==> src/core/fpn_pkg.sv <==
// constants and carrier types for the front panel menu navigator
package fpn_pkg;
    localparam int CLK_HZ = 50_000_000;
    localparam int TICK_MS = 1;
    localparam int TICK_CYCLES = CLK_HZ / 1000 * TICK_MS;
    localparam int TICK_W = 16;
    localparam int T_SHORT_MS = 500;
    localparam int T_SUB_MS = 1000;
    localparam int T_SET_MS = 5000;
    localparam int REPEAT_MS = 250;
    localparam int DEBOUNCE_MS = 20;
    localparam int DARK_MS = 60000;
    localparam int HOLD_W = 13;
    localparam int DARK_W = 17;
    localparam logic [HOLD_W-1:0] T_SHORT_TK = HOLD_W'(T_SHORT_MS / TICK_MS);
    localparam logic [HOLD_W-1:0] T_SUB_TK = HOLD_W'(T_SUB_MS / TICK_MS);
    localparam logic [HOLD_W-1:0] T_SET_TK = HOLD_W'(T_SET_MS / TICK_MS);
    localparam logic [HOLD_W-1:0] REPEAT_TK = HOLD_W'(REPEAT_MS / TICK_MS);
    localparam logic [HOLD_W-1:0] DEBOUNCE_TK = HOLD_W'(DEBOUNCE_MS / TICK_MS);
    localparam int MENU_W = 3;
    localparam logic [MENU_W-1:0] MAIN_FIRST = 3'h0;
    localparam logic [MENU_W-1:0] MAIN_LAST = 3'h7;
    localparam logic [MENU_W-1:0] SUB_FIRST = 3'h0;
    localparam int DIGITS = 4;
    localparam int VALUE_W = 4 * DIGITS;
    localparam logic [3:0] DIGIT_MAX = 4'h9;
    localparam int ADDR_W = 2 * MENU_W;
    localparam int RECORD_N = 6;
    localparam logic [RECORD_N-1:0] RECORD_ALL = 6'h3f;

    typedef struct packed {
        logic down;
        logic press;
        logic release_p;
        logic ticked;
        logic [HOLD_W-1:0] hold;
    } fpn_key_t;

    typedef struct packed {
        logic in_sub;
        logic [MENU_W-1:0] main_idx;
        logic [MENU_W-1:0] sub_idx;
    } fpn_pos_t;

    typedef struct packed {
        logic wr;
        logic [ADDR_W-1:0] addr;
        logic [VALUE_W-1:0] data;
    } fpn_nv_t;

    typedef enum logic [3:0] {
        ST_BOOT = 4'h1,
        ST_DARK = 4'h2,
        ST_NAV = 4'h4,
        ST_EDIT = 4'h8
    } fpn_state_t;
endpackage

==> src/core/fpn_navigator.sv <==
// front panel push-button interpreter: menu walk, setting mode, record and relay resets
// Functional notes
// RULE_01: dark display, step held 1 s: first entry
// RULE_02: dark display, short step: last entry
// RULE_03: records 1-6 cleared by three triggers
// RULE_04: records cleared at power-up unless retention set
// RULE_05: settings kept in non-volatile store
// RULE_06: step held over 0.5 s: forward
// RULE_07: step kept held: rapid forward browse; the code repeats only in the main menu, not in a submenu
// RULE_08: step under 0.5 s: backward
// RULE_09: program held 1 s, released: enter submenu
// RULE_10: program held 5 s toggles setting mode
// RULE_11: setting mode: step increments cursor digit
// RULE_12: setting mode: program 1 s moves cursor
// RULE_13: setting mode: step plus program stores value
// RULE_14: otherwise step plus program clears memory, latches
// RULE_15: dark display, program press releases latches only
// RULE_16: buttons synchronised, debounced, hold timed by tick
// RULE_17: short decided at release, long at threshold

module fpn_key
    import fpn_pkg::*;
(
    input wire logic clk_i,
    input wire logic rst_n_i,
    input wire logic tick_i,
    input wire logic pin_i,
    output fpn_pkg::fpn_key_t key_o
);
    logic s1;
    logic s2;
    logic s3;
    logic level;
    logic press;
    logic rel;
    logic ticked;
    logic [HOLD_W-1:0] deb;
    logic [HOLD_W-1:0] hold;
    wire agree = (s2 == s3);
    wire differ = agree && (s3 != level);
    wire flip = differ && tick_i && (deb == DEBOUNCE_TK - HOLD_W'(1));
    wire hold_full = &hold;

    // three-stage sync, change accepted once stages two and three have agreed for DEBOUNCE_TK ticks [RULE_16]
    always_ff @(posedge clk_i or negedge rst_n_i)
    begin
        if (!rst_n_i)
        begin
            s1 <= 1'b0;
            s2 <= 1'b0;
            s3 <= 1'b0;
        end
        else
        begin
            s1 <= pin_i;
            s2 <= s1;
            s3 <= s2;
        end
    end

    // debounce and hold timer on the millisecond tick [RULE_16]
    always_ff @(posedge clk_i or negedge rst_n_i)
    begin
        if (!rst_n_i)
        begin
            level <= 1'b0;
            deb <= '0;
            hold <= '0;
            press <= 1'b0;
            rel <= 1'b0;
            ticked <= 1'b0;
        end
        else
        begin
            deb <= !differ || flip ? '0 : (tick_i ? deb + HOLD_W'(1) : deb);
            level <= flip ? s3 : level;
            press <= flip && s3;
            rel <= flip && !s3;
            ticked <= level && tick_i && !flip && !hold_full;
            if (flip && s3)
                hold <= '0;
            else if (level && tick_i && !hold_full)
                hold <= hold + HOLD_W'(1);
        end
    end

    assign key_o = '{down: level, press: press, release_p: rel, ticked: ticked, hold: hold};
endmodule

module fpn_navigator
    import fpn_pkg::*;
#(
    parameter int TICK_CYC = fpn_pkg::TICK_CYCLES,
    parameter int DARK_TK = fpn_pkg::DARK_MS / fpn_pkg::TICK_MS
)
(
    input wire logic clk_i,
    input wire logic rst_n_i,
    input wire logic step_btn_i,
    input wire logic prog_btn_i,
    input wire logic reset_btn_i,
    input wire logic ext_clear_i,
    input wire logic serial_clear_i,
    input wire logic record_retention_switch_i,
    input wire logic [fpn_pkg::VALUE_W-1:0] nv_rd_data_i,
    output logic display_on_o,
    output fpn_pkg::fpn_pos_t pos_o,
    output logic setting_mode_o,
    output logic [1:0] cursor_o,
    output logic [fpn_pkg::VALUE_W-1:0] edit_value_o,
    output fpn_pkg::fpn_nv_t nv_o,
    output logic [fpn_pkg::RECORD_N-1:0] records_clear_o,
    output logic records_restore_o,
    output logic memo_clear_o,
    output logic latch_release_o
);
    import fpn_pkg::*;

    fpn_key_t k_step;
    fpn_key_t k_prog;
    fpn_key_t k_rst;
    fpn_key_t k_ext;
    fpn_state_t state;
    fpn_state_t next_state;
    fpn_pos_t next_pos;
    logic [1:0] next_cursor;
    logic [VALUE_W-1:0] next_edit;
    logic next_commit;
    logic [TICK_W-1:0] tick_cnt;
    logic tick;
    logic combo_lock;
    logic [HOLD_W-1:0] rep_cnt;
    logic [DARK_W-1:0] dark_cnt;

    // millisecond tick from the system clock
    always_ff @(posedge clk_i or negedge rst_n_i)
    begin
        if (!rst_n_i)
        begin
            tick_cnt <= '0;
            tick <= 1'b0;
        end
        else
        begin
            tick <= (tick_cnt == TICK_W'(TICK_CYC - 1));
            tick_cnt <= (tick_cnt == TICK_W'(TICK_CYC - 1)) ? '0 : tick_cnt + TICK_W'(1);
        end
    end

    fpn_key u_step (.clk_i(clk_i), .rst_n_i(rst_n_i), .tick_i(tick), .pin_i(step_btn_i), .key_o(k_step));
    fpn_key u_prog (.clk_i(clk_i), .rst_n_i(rst_n_i), .tick_i(tick), .pin_i(prog_btn_i), .key_o(k_prog));
    fpn_key u_rst (.clk_i(clk_i), .rst_n_i(rst_n_i), .tick_i(tick), .pin_i(reset_btn_i), .key_o(k_rst));
    fpn_key u_ext (.clk_i(clk_i), .rst_n_i(rst_n_i), .tick_i(tick), .pin_i(ext_clear_i), .key_o(k_ext));

    // press classification
    wire combo_sp = k_step.down && k_prog.down;
    wire combo_sr = k_step.down && k_rst.down;
    wire any_down = k_step.down || k_prog.down || k_rst.down;
    wire solo = !combo_lock && !combo_sp && !combo_sr;
    wire combo_sp_go = combo_sp && !combo_lock;
    wire combo_sr_go = combo_sr && !combo_lock;
    wire step_long_hit = solo && k_step.ticked && (k_step.hold == T_SHORT_TK); // [RULE_17]
    wire step_repeat = solo && k_step.ticked && (k_step.hold > T_SHORT_TK)
        && (rep_cnt == REPEAT_TK - HOLD_W'(1));
    wire step_short_rel = solo && k_step.release_p && (k_step.hold < T_SHORT_TK); // [RULE_17]
    wire step_wake_hit = solo && k_step.ticked && (k_step.hold == T_SUB_TK);
    wire step_any_rel = solo && k_step.release_p;
    wire prog_set_hit = solo && k_prog.ticked && (k_prog.hold == T_SET_TK);
    wire prog_mid_rel = solo && k_prog.release_p && (k_prog.hold >= T_SUB_TK) && (k_prog.hold < T_SET_TK);
    wire prog_short_rel = solo && k_prog.release_p && (k_prog.hold < T_SUB_TK);
    wire dark_to = tick && (dark_cnt == DARK_W'(DARK_TK - 1));
    wire is_dark = (state == ST_DARK);
    wire is_edit = (state == ST_EDIT);
    wire step_fwd = step_long_hit || (step_repeat && !pos_o.in_sub); // [RULE_06] [RULE_07]
    wire memo_go = combo_sp_go && !is_edit && (state != ST_BOOT); // [RULE_14]
    wire latch_go = memo_go || (prog_short_rel && is_dark); // [RULE_15]
    wire rec_clear_go = combo_sr_go || k_ext.press || serial_clear_i; // [RULE_03]
    wire [ADDR_W-1:0] cur_addr = {next_pos.main_idx, next_pos.in_sub ? next_pos.sub_idx : SUB_FIRST};

    // increments one decimal digit of the edited value, wrapping after nine
    function automatic logic [VALUE_W-1:0] bump(input logic [VALUE_W-1:0] v, input logic [1:0] d);
        logic [VALUE_W-1:0] r;
        logic [3:0] n;
        r = v;
        n = v[4*d +: 4];
        r[4*d +: 4] = (n >= DIGIT_MAX) ? 4'h0 : n + 4'h1;
        return r;
    endfunction

    always_comb
    begin
        next_state = state;
        next_pos = pos_o;
        next_cursor = cursor_o;
        next_edit = edit_value_o;
        next_commit = 1'b0;
        unique case (state)
            ST_BOOT:
                next_state = ST_DARK;
            ST_DARK:
                if (step_wake_hit)
                begin
                    next_state = ST_NAV; // [RULE_01]
                    next_pos = '{in_sub: 1'b0, main_idx: MAIN_FIRST, sub_idx: SUB_FIRST};
                end
                else if (step_short_rel)
                begin
                    next_state = ST_NAV; // [RULE_02]
                    next_pos = '{in_sub: 1'b0, main_idx: MAIN_LAST, sub_idx: SUB_FIRST};
                end
            ST_NAV:
                if (dark_to)
                    next_state = ST_DARK;
                else if (prog_set_hit)
                begin
                    next_state = ST_EDIT; // [RULE_10]
                    next_edit = nv_rd_data_i;
                    next_cursor = 2'h0;
                end
                else if (step_fwd && pos_o.in_sub)
                    next_pos.sub_idx = pos_o.sub_idx + MENU_W'(1); // [RULE_06]
                else if (step_fwd)
                    next_pos.main_idx = pos_o.main_idx + MENU_W'(1); // [RULE_06] [RULE_07]
                else if (step_short_rel && pos_o.in_sub && pos_o.sub_idx == SUB_FIRST)
                    next_pos.in_sub = 1'b0;
                else if (step_short_rel && pos_o.in_sub)
                    next_pos.sub_idx = pos_o.sub_idx - MENU_W'(1); // [RULE_08]
                else if (step_short_rel)
                    next_pos.main_idx = pos_o.main_idx - MENU_W'(1); // [RULE_08]
                else if (prog_mid_rel && !pos_o.in_sub)
                begin
                    next_pos.in_sub = 1'b1; // [RULE_09]
                    next_pos.sub_idx = SUB_FIRST;
                end
            ST_EDIT:
                if (dark_to)
                    next_state = ST_DARK;
                else if (prog_set_hit)
                    next_state = ST_NAV; // [RULE_10]
                else if (combo_sp_go)
                    next_commit = 1'b1; // [RULE_13]
                else if (step_any_rel)
                    next_edit = bump(edit_value_o, cursor_o); // [RULE_11]
                else if (prog_mid_rel)
                    next_cursor = cursor_o + 2'h1; // [RULE_12]
        endcase
    end

    // combo lock, repeat pacing and inactivity timer
    always_ff @(posedge clk_i or negedge rst_n_i)
    begin
        if (!rst_n_i)
        begin
            combo_lock <= 1'b0;
            rep_cnt <= '0;
            dark_cnt <= '0;
        end
        else
        begin
            combo_lock <= any_down && (combo_lock || combo_sp || combo_sr);
            rep_cnt <= (!k_step.down || step_long_hit || step_repeat) ? '0
                : (k_step.ticked ? rep_cnt + HOLD_W'(1) : rep_cnt); // [RULE_07]
            dark_cnt <= (any_down || is_dark) ? '0 : (tick ? dark_cnt + DARK_W'(1) : dark_cnt);
        end
    end

    // navigation state and registered outputs
    always_ff @(posedge clk_i or negedge rst_n_i)
    begin
        if (!rst_n_i)
        begin
            state <= ST_BOOT;
            pos_o <= '0;
            cursor_o <= 2'h0;
            edit_value_o <= '0;
            display_on_o <= 1'b0;
            setting_mode_o <= 1'b0;
        end
        else
        begin
            state <= next_state;
            pos_o <= next_pos;
            cursor_o <= next_cursor;
            edit_value_o <= next_edit;
            display_on_o <= (next_state == ST_NAV) || (next_state == ST_EDIT);
            setting_mode_o <= (next_state == ST_EDIT);
        end
    end

    // pulses toward record store, relays and non-volatile setting store
    always_ff @(posedge clk_i or negedge rst_n_i)
    begin
        if (!rst_n_i)
        begin
            nv_o <= '0;
            records_clear_o <= '0;
            records_restore_o <= 1'b0;
            memo_clear_o <= 1'b0;
            latch_release_o <= 1'b0;
        end
        else
        begin
            nv_o.wr <= next_commit; // [RULE_05]
            nv_o.addr <= cur_addr;
            nv_o.data <= next_commit ? edit_value_o : nv_o.data;
            records_clear_o <= (rec_clear_go || (state == ST_BOOT && !record_retention_switch_i))
                ? RECORD_ALL : '0; // [RULE_03] [RULE_04]
            records_restore_o <= (state == ST_BOOT) && record_retention_switch_i; // [RULE_04]
            memo_clear_o <= memo_go; // [RULE_14]
            latch_release_o <= latch_go; // [RULE_14] [RULE_15]
        end
    end
endmodule

==> config.mk <==
export PLATFORM = sky130hd
export DESIGN_NAME = fpn_navigator
export DESIGN_NICKNAME = d
export VERILOG_FILES = /design/src/core/fpn_pkg.sv /design/src/core/fpn_navigator.sv
export SDC_FILE = /design/constraint.sdc
export NUM_CORES = 1
export LEC_CHECK = 0
export BUFFER_PORTS_ARGS = -buffer_cell sky130_fd_sc_hd__buf_2
export CAP_MARGIN = 20
export CORE_ASPECT_RATIO = 1.2
export CORE_MARGIN = 8
export CORE_UTILIZATION = 64
export DETAILED_ROUTE_END_ITERATION = 8
export PLACE_DENSITY = 0.87
export SLEW_MARGIN = 10
export SYNTH_ARGS = -nofsm -noshare
export SYNTH_HDL_FRONTEND = slang
export SYNTH_HIERARCHICAL = 1
export SYNTH_SLANG_ARGS = --single-unit
==> constraint.sdc <==
create_clock -name clk_i -period 7.7 [get_ports clk_i]
set_input_delay 0.77 -clock clk_i [delete_from_list [all_inputs] [get_ports clk_i]]
set_output_delay 0.77 -clock clk_i [all_outputs]
set_load 0.02 [all_outputs]
==> flow_results.org, run 1 <==
** Timing
- The number of failing hold endpoints at the final stage is 0.
- Number of setup violations in the final report :: 0
- In this run the tightest slew margin relative to its limit is 37.8%.
- Across the routed clock network, the largest skew measured is 0.0144 ns.
- Transition time of the tightest slew-check pin :: 0.930 ns
- Setup repair after global routing left no endpoint under its margin.
- The number of pins exceeding their max-slew limit in the final report was 0.
- Sum Neg Setup Slack :: 0 ns
- Final critical-path share of the clock period :: 39.3%
- Based on the critical path, the design can be clocked at up to 0.331 GHz.
- After layout, the worst setup slack is 4.68 ns.
- The worst path in the final design needs a cycle of 3.02 ns, including I/O delays and setup.

** CTS
- Depth of the CTS H-tree :: 1
- For this design, the sink count on the clock tree is 202.
- Buffers inserted during clock tree synthesis total 21.
- In this run the clock root is driven by a sky130_fd_sc_hd__clkbuf_16.
- Clock Path Buffers :: 3
- Clock-pin slew was measured on the worst setup and hold paths at 0.06 ns.
- Post-CTS repair timing setup buffer count :: 0
- Clock latency on the worst-skew pair :: 0.50 ns
- Clock tree from TritonCTS :: done
- In this run, post-CTS repair resized a total of 0 instances.
- For this design, the CTS-stage hold fixing added 0 buffers.

** Critical path
- The worst register-to-register path begins at tick.
- STA classifies the critical path endpoint as a flop.
- The number of cells on the worst reg-to-reg path is 7.
- Setup slack on the worst reg-to-reg path comes out at 4.68 ns.
- Worst r2r dst :: nv_o[12]
- Endpoint required time on the critical path :: 8.06 ns
- Crit path kind :: flop to flop
- Along the worst path, the maximum fanout reaches 40.
- Worst Setup Start Kind :: flop
- Worst path arrival time :: 3.39 ns

** Placement
- Once detailed placement completed, the half-perimeter wirelength came to 16500 microns.
- In this run the tool buffered the top-level ports with 82 buffer cells.
- Routability-driven placement finished with a final weighted congestion of 0.967.
- Total instance count after detailed placement :: 1328
- Pre-CTS setup slack :: 4.72 ns

** Worst hold path
- Class of the worst hold path :: input port to asynchronous set/reset pin

** Synth
- The number of nets in the synthesized netlist is 1124.
- After synthesis the cells add up to 10700 sq um.
- Synthesis handed over a netlist of 1077 instances.
- Syn avg cell area :: 9.97 sq um
- Yosys printed 6 warnings.

** Cells and area
- Fraction of final layout cells with drive strength greater than 1 :: 13.4%
- Post-route non-filler standard cell count :: 1364
- In the final design database the tool counted 1183 nets.
- Layout Area Growth over Synthesis :: 10.4%
- The repair_antennas step left the layout with diodes totalling 0.

** Pwr
- Leakage power figure :: 0.00517 uW
- IR analysis of the VDD net gives a maximum drop of 163 uV.
- In this run the power density over the cells is 180 nW/um^2.

** Job
- Across the run, the number of max-cap violations was 0.

** Global routing
- Largest net degree at the start of global routing :: 82
- After global routing the overflow that remains totals 0.
- Overall routing resource usage :: 22.8%
- The initial antenna violation count was 0.
- The number of global-route vias before repair came to 8314.
- The first global-routing pass estimated 40400 microns of wire.

** Route
- Total iterations of the first detailed-routing run :: 5
- Avg Vias per Cell :: 6.21
- For this run, design rule violations remaining after detail routing come to 0.
- Remaining number of nets flagged by the antenna check after routing :: 0
- Overall via count from detail_route :: 8466
- The first routing iteration left 644 violations.
- Dividing the detail-routed wire length by the instance count gives 17.5 microns.
- The final layout contains routed wiring with a total length of 23800 microns.

** Die
- The die covers 21200 sq um.
- The die is 134 microns wide.
- The core region is 16700 sq um.
- Height of the die :: 158 microns
- Pin placement for this block handled 83 I/O pins.
- For this configuration, the core starts out at a cell density of 64.4%.
- Number of rows created at floorplan :: 52

** Outcome
- Status :: finished clean
[sequential cells by signal (all words and copies together), names as in the netlist, 2 cells and up]
name and count:
nv_o 23, dark_cnt 17, edit_value_o 16, tick_cnt 16, rep_cnt 13, u_ext/deb 13, u_prog/deb 13, u_prog/hold 13
u_rst/deb 13, u_step/deb 13, u_step/hold 13, pos_o 4, state 4, cursor_o 2
[worst max path at each step]
| stage | from | end | slack, ns | cells after the start |
|---|---|---|---|---|
| after floorplan | u_prog/level | nv_o[10] | 5.16 | 9 |
| after global placement | u_prog/hold[3] | nv_o[1] | 4.86 | 6 |
| after detailed placement | u_prog/hold[3] | nv_o[5] | 4.72 | 6 |
| after CTS | u_prog/hold[3] | nv_o[5] | 4.70 | 6 |
| after global routing | u_step/level | nv_o[13] | 4.43 | 6 |
| final | tick | nv_o[12] | 4.68 | 7 |
[layer usage]
metal,vias up,part of all wire (%),track usage (%),routed length [microns]
li1,3977,-,-,-
met1,4157,41,27.4,9700
met2,267,50,40.5,12000
met3,65,6.1,3.87,1460
met4,0,2.8,7.87,657
met5,-,0,0,0
[cells in the final DEF, fill, tap and decap left out, types with 4 or more instances in the layout]
| cell | n |
|---|---|
| sky130_fd_sc_hd__o211ai_1 | 10 |
| sky130_fd_sc_hd__nor3_1 | 37 |
| sky130_fd_sc_hd__nor2_1 | 156 |
| sky130_fd_sc_hd__ha_1 | 23 |
| sky130_fd_sc_hd__mux2_2 | 7 |
| sky130_fd_sc_hd__buf_2 | 82 |
| sky130_fd_sc_hd__or4_1 | 4 |
| sky130_fd_sc_hd__nor2b_1 | 14 |
| sky130_fd_sc_hd__o21ai_1 | 8 |
| sky130_fd_sc_hd__inv_2 | 4 |
| sky130_fd_sc_hd__clkbuf_16 | 21 |
| sky130_fd_sc_hd__a22o_1 | 16 |
| sky130_fd_sc_hd__o21ai_0 | 26 |
| sky130_fd_sc_hd__dfrtp_1 | 201 |
| sky130_fd_sc_hd__xnor2_1 | 51 |
| sky130_fd_sc_hd__nor4b_1 | 12 |
| sky130_fd_sc_hd__o31ai_1 | 7 |
| sky130_fd_sc_hd__o21a_1 | 9 |
| sky130_fd_sc_hd__mux2_1 | 25 |
| sky130_fd_sc_hd__and3_1 | 9 |
| sky130_fd_sc_hd__nand3_1 | 55 |
| sky130_fd_sc_hd__clkbuf_8 | 4 |
| sky130_fd_sc_hd__nand4_1 | 42 |
| sky130_fd_sc_hd__inv_1 | 33 |
| sky130_fd_sc_hd__nor4bb_1 | 9 |
| sky130_fd_sc_hd__mux2i_1 | 15 |
| sky130_fd_sc_hd__nand2_1 | 70 |
| sky130_fd_sc_hd__xor2_1 | 37 |
| sky130_fd_sc_hd__or3_1 | 10 |
| sky130_fd_sc_hd__a21oi_1 | 16 |
| sky130_fd_sc_hd__nor4_1 | 22 |
| sky130_fd_sc_hd__a41o_1 | 6 |
| sky130_fd_sc_hd__clkinv_2 | 4 |
| sky130_fd_sc_hd__and2_1 | 6 |
| sky130_fd_sc_hd__nand2b_1 | 4 |
| sky130_fd_sc_hd__nor3b_1 | 10 |
| sky130_fd_sc_hd__and4_1 | 4 |
| sky130_fd_sc_hd__a31oi_1 | 8 |
| sky130_fd_sc_hd__mux4_2 | 4 |
[stage by stage]
stage	total power, uW	hold WS (ns)	cell area (sq um)	utilization [%]
after floorplan	1110	0.331	10700	-
after global placement	1150	0.335	11200	67.0
after CTS	2150	0.319	11800	71.1
after global routing	2200	0.343	11800	71.1
after detailed placement	1150	0.336	11200	67.0
final	2130	0.302	11800	71.1
[area by class of cell]
| cell class | count | area, sq um |
|---|---|---|
| Inverter | 37 | 139 |
| Multi-Input combinational cell | 788 | 5260 |
| Timing Repair Buffer | 86 | 447 |
| Clock buffer | 27 | 578 |
| Sequential cell | 202 | 5060 |
| Fill cell | 1197 | 4810 |
| Tap cell | 216 | 270 |
| Clock inverter | 8 | 96.3 |
[critical path, stage by stage, from the launching register on]
cell and delay [ns]:
sky130_fd_sc_hd__dfrtp_1 0.36, sky130_fd_sc_hd__buf_4 0.26, sky130_fd_sc_hd__nand2_1 0.20, sky130_fd_sc_hd__nor2_1 0.07, sky130_fd_sc_hd__nand3_1 0.15, sky130_fd_sc_hd__nor2b_1 0.49, sky130_fd_sc_hd__nand3_1 0.76, sky130_fd_sc_hd__mux2_1 0.58
[power by group]
group / internal [uW] / switching (uW)
Combinational: 16.5 / 42.0
Clock: 595 / 404
Sequential: 1070 / 4.48
Total: 1680 / 451
Power figures use the tool's default switching activity.
==> inputs of run 2 (changes only) <==
CORE_UTILIZATION = 56   (was 64)
PLACE_DENSITY = 0.81   (was 0.87)
clock period = 2.6 ns   (was 7.7 ns; I/O delays follow)
==> run 2 against run 1 <==
  * Design area up 4.4%
  * Cell count up 6.7%
  * Sequential power rose to 3.0 times the previous value
  * Via count up 1.4%
  * Utilization down 5.5 points
==> flow_results.org, run 2 (synthesis gave the netlist of run 1 again) <==
** Placement
- Post-placement cell area :: 11600 sq um (+4.1%)
- Final RePlAce weighted congestion :: 0.928 (-4.1%)
- The count of buffers from port buffering was 82 (unchanged).
- HPWL after DPL :: 17300 microns (+5.2%)
- Pre-CTS setup slack :: 0.0382 ns (-4.68 ns)

** Critical path
- Worst r2r dst :: nv_o[17]
- Reg2reg setup slack :: 0.07 ns (-4.61 ns)
- Slowest CP cell :: sky130_fd_sc_hd__or4bb_1
- The count of cells along the worst register-to-register path came to 7 (unchanged).
- Worst Setup Start Kind :: flop
- Crit path kind :: flop to flop
- Critical path buffers and inverters :: 0 (-1)
- STA classifies the critical path endpoint as a flop.
- The cell family contributing the most delay on the critical path is simple AND/OR/NAND/NOR gates.
- Worst stage delay on the critical path :: 0.56 ns (-0.20 ns)
- The worst register-to-register path begins at u_step/hold[9].
- The highest fanout seen on the critical path is 4 (-90%).
- The arrival time of data at the critical path endpoint was 2.96 ns (-0.43 ns).
- Walking the worst path, the cells encountered are or4bb_1 > or4_4 > o41a_1 > nand2b_4 > a2111oi_4 > a311o_1 > nor2b_4.
- Endpoint required time on the critical path :: 3.03 ns (-5.03 ns)

** Timing
- The worst-case setup margin in the final layout came to 0.0672 ns (-4.61 ns).
- Transition time of the tightest slew-check pin :: 0.775 ns (-0.156 ns)
- The peak clock frequency supported by timing was 0.395 GHz (+19%).
- Number of setup violations in the final report :: 0 (unchanged)
- The worst hold slack across all endpoints is 0.0581 ns (-0.244 ns).
- Total count of hold-check failures in the final report :: 0 (unchanged)
- Slew Limit Fails :: 0 (unchanged)
- Sum Neg Setup Slack :: 0 ns (unchanged)
- The normalized max-slew margin came to 47.9% (+10 points).
- The worst setup skew after layout is 0.0121 ns (-0.00232 ns).
- The final clock period utilization by the worst path came to 97.4% (+58 points).
- Shortest clock period the worst path allows after layout :: 2.53 ns (-0.490 ns)

** Cells and area
- Register name with the most flops :: nv_o
- Post-route standard cell area excluding fillers :: 12400 sq um (+4.4%)
- Leaving out fill and tap cells, the most frequent cell in the layout is sky130_fd_sc_hd__dfrtp_1.
- The final net count is 1237 (+4.6%).
- Layout Area Growth over Synthesis :: 15.2%
- Fraction of final layout cells with drive strength greater than 1 :: 17.3% (+3.8 points)
- The flip-flop count of the largest register, all copies and words added is 23 (unchanged).
- The diode insertion count for antenna repair is 0 (unchanged).
- Leading cell types in the layout, fill and taps excluded :: sky130_fd_sc_hd__dfrtp_1, sky130_fd_sc_hd__nor2_1, sky130_fd_sc_hd__buf_2
- Regs by FF count :: nv_o (23), dark_cnt (17)

** Die
- The number of top-level pins is 83 (unchanged).
- Die W :: 142 microns (+6.1%)
- The floorplan die height is 168 microns (+6.2%).
- Number of rows created at floorplan :: 55 (+5.8%)
- The placeable core area was 18900 sq um (+13%).
- DIE AREA :: 23900 sq um (+13%)
- The starting utilization of the core area came to 56.9% (-7.5 points).

** CTS
- Number of buffers inserted during clock tree synthesis :: 21 (unchanged)
- Depth of the CTS H-tree :: 1 (unchanged)
- The number of clock sinks seen by CTS was 202 (unchanged).
- The tree is rooted in a sky130_fd_sc_hd__clkbuf_16.
- The clock transition time at the flip-flop clock pins of the worst setup and hold paths was 0.06 ns (about the same).
- TritonCTS built the clock tree.
- Clock Path Buffers :: 3 (unchanged)
- The insertion delay to the later sink of the worst-skew pair was 0.49 ns (about the same).

** Outcome
- The flow ran to the end, and the final reports show no timing, DRC or antenna violations.

** Pwr
- Combinational Power Share :: 3.1% (+0.4 points)
- The total power after layout is 6120 uW (+190%).
- The total net switching power was 1290 uW (+190%).
- Internal Dissipation :: 4830 uW (+190%)
- The static leakage came to 0.00544 uW (+5.2%).
- Cell Pwr Density :: 495 nW/um^2 (+180%)
- Seq pwr share :: 51.8% (+1.5 points)
- The worst vdd rail ir drop is 527 uV (+220%).
- The fraction of power consumed by the clock network came to 45.0% (-1.9 points).
- Sw Share :: 21.0% (-0.13 points)

** Route
- The number of design-rule violations left by the first detailed-router iteration was 589 (-8.5%).
- Avg Vias per Cell :: 5.89 (-5.0%)
- The number of nets still failing antenna checks after routing is 0 (unchanged).
- The detailed-route via count came to 8583 (+1.4%).
- Final routed wirelength across all metal layers :: 23900 microns (+0.42%)
- The total iterations of the first detailed-routing run was 5 (unchanged).
- DRC violation count after routing :: 0 (unchanged)
- Routed wirelength normalized by instance count :: 16.4 microns (-5.9%)

** Global routing
- Vias in the first global route :: 8322 (+0.096%)
- The total congestion overflow after global routing is 0 (unchanged).
- Largest net degree at the start of global routing :: 82 (unchanged)
- The global-route wire length before repair was 40400 microns (about the same).
- Overall routing resource usage :: 20.2% (-2.7 points)
- The initial antenna violation count is 0 (unchanged).

** Worst hold path
- The startpoint identified for the worst hold timing path is serial_clear_i.
- For hold timing, the worst endpoint is records_clear_o[4].
- Hold path depth :: 3
- Class of the worst hold path :: input port to flop

** Job
- Max-cap check violation count :: 0 (unchanged)
-- run 2: layout make-up --
class / count / area (sq um)
multi-input combinational: 788 / 5310
tap: 256 / 320
inverter: 37 / 139
clock inverter: 4 / 20.0
fill: 1523 / 6490
clock buffer: 29 / 606
timing repair buffer: 140 / 920
sequential: 202 / 5060
-- run 2: worst reg2reg max path: stages (launching register included) --
cell	delay (ns)
sky130_fd_sc_hd__dfrtp_1	0.40
sky130_fd_sc_hd__or4bb_1	0.56
sky130_fd_sc_hd__or4_4	0.51
sky130_fd_sc_hd__o41a_1	0.18
sky130_fd_sc_hd__nand2b_4	0.20
sky130_fd_sc_hd__a2111oi_4	0.29
sky130_fd_sc_hd__a311o_1	0.19
sky130_fd_sc_hd__nor2b_4	0.15
-- run 2: stage by stage --
step	cells	util (%)
after CTS	1454	65.3
final	1456	65.6
after global routing	1456	65.6
after floorplan	1077	-
after global placement	1415	61.6
after detailed placement	1415	61.6
-- run 2: worst max-delay path by stage --
stage	start	endpoint	slack [ns]	cells after the start
6_report	u_step/hold[9]	nv_o[17]	0.07	7
5_1_grt	u_rst/level	nv_o[17]	-0.005	7
4_1_cts	u_step/hold[11]	nv_o[17]	0.01	7
3_5_place_dp	u_step/hold[11]	nv_o[17]	0.04	7
3_3_place_gp	u_step/hold[11]	nv_o[17]	0.07	7
2_1_floorplan	u_prog/level	nv_o[10]	0.06	9
-- run 2: metal layers --
| layer | part of all wire, % | GRT usage, % |
|---|---|---|
| met1 | 41 | 25.1 |
| met2 | 49 | 34.4 |
| met3 | 6.3 | 3.07 |
| met4 | 3.4 | 7.96 |
| met5 | 0 | 0 |
-- run 2: power groups by stage --
stage,sequential (uW),clock (uW),combinational (uW)
2_1_floorplan,3230,0,74.1
3_3_place_gp,3230,0,188
3_5_place_dp,3230,0,189
4_1_cts,3170,2830,197
5_1_grt,3170,2960,217
6_report,3170,2760,192
-- run 2: what timing repair did --
action                                  CTS  global route
setup buffers                             0             2
endpoints found under the hold margin    80             0
gates resized for setup                   0             9
endpoints found under the setup margin    0             8
hold buffers                              6             0
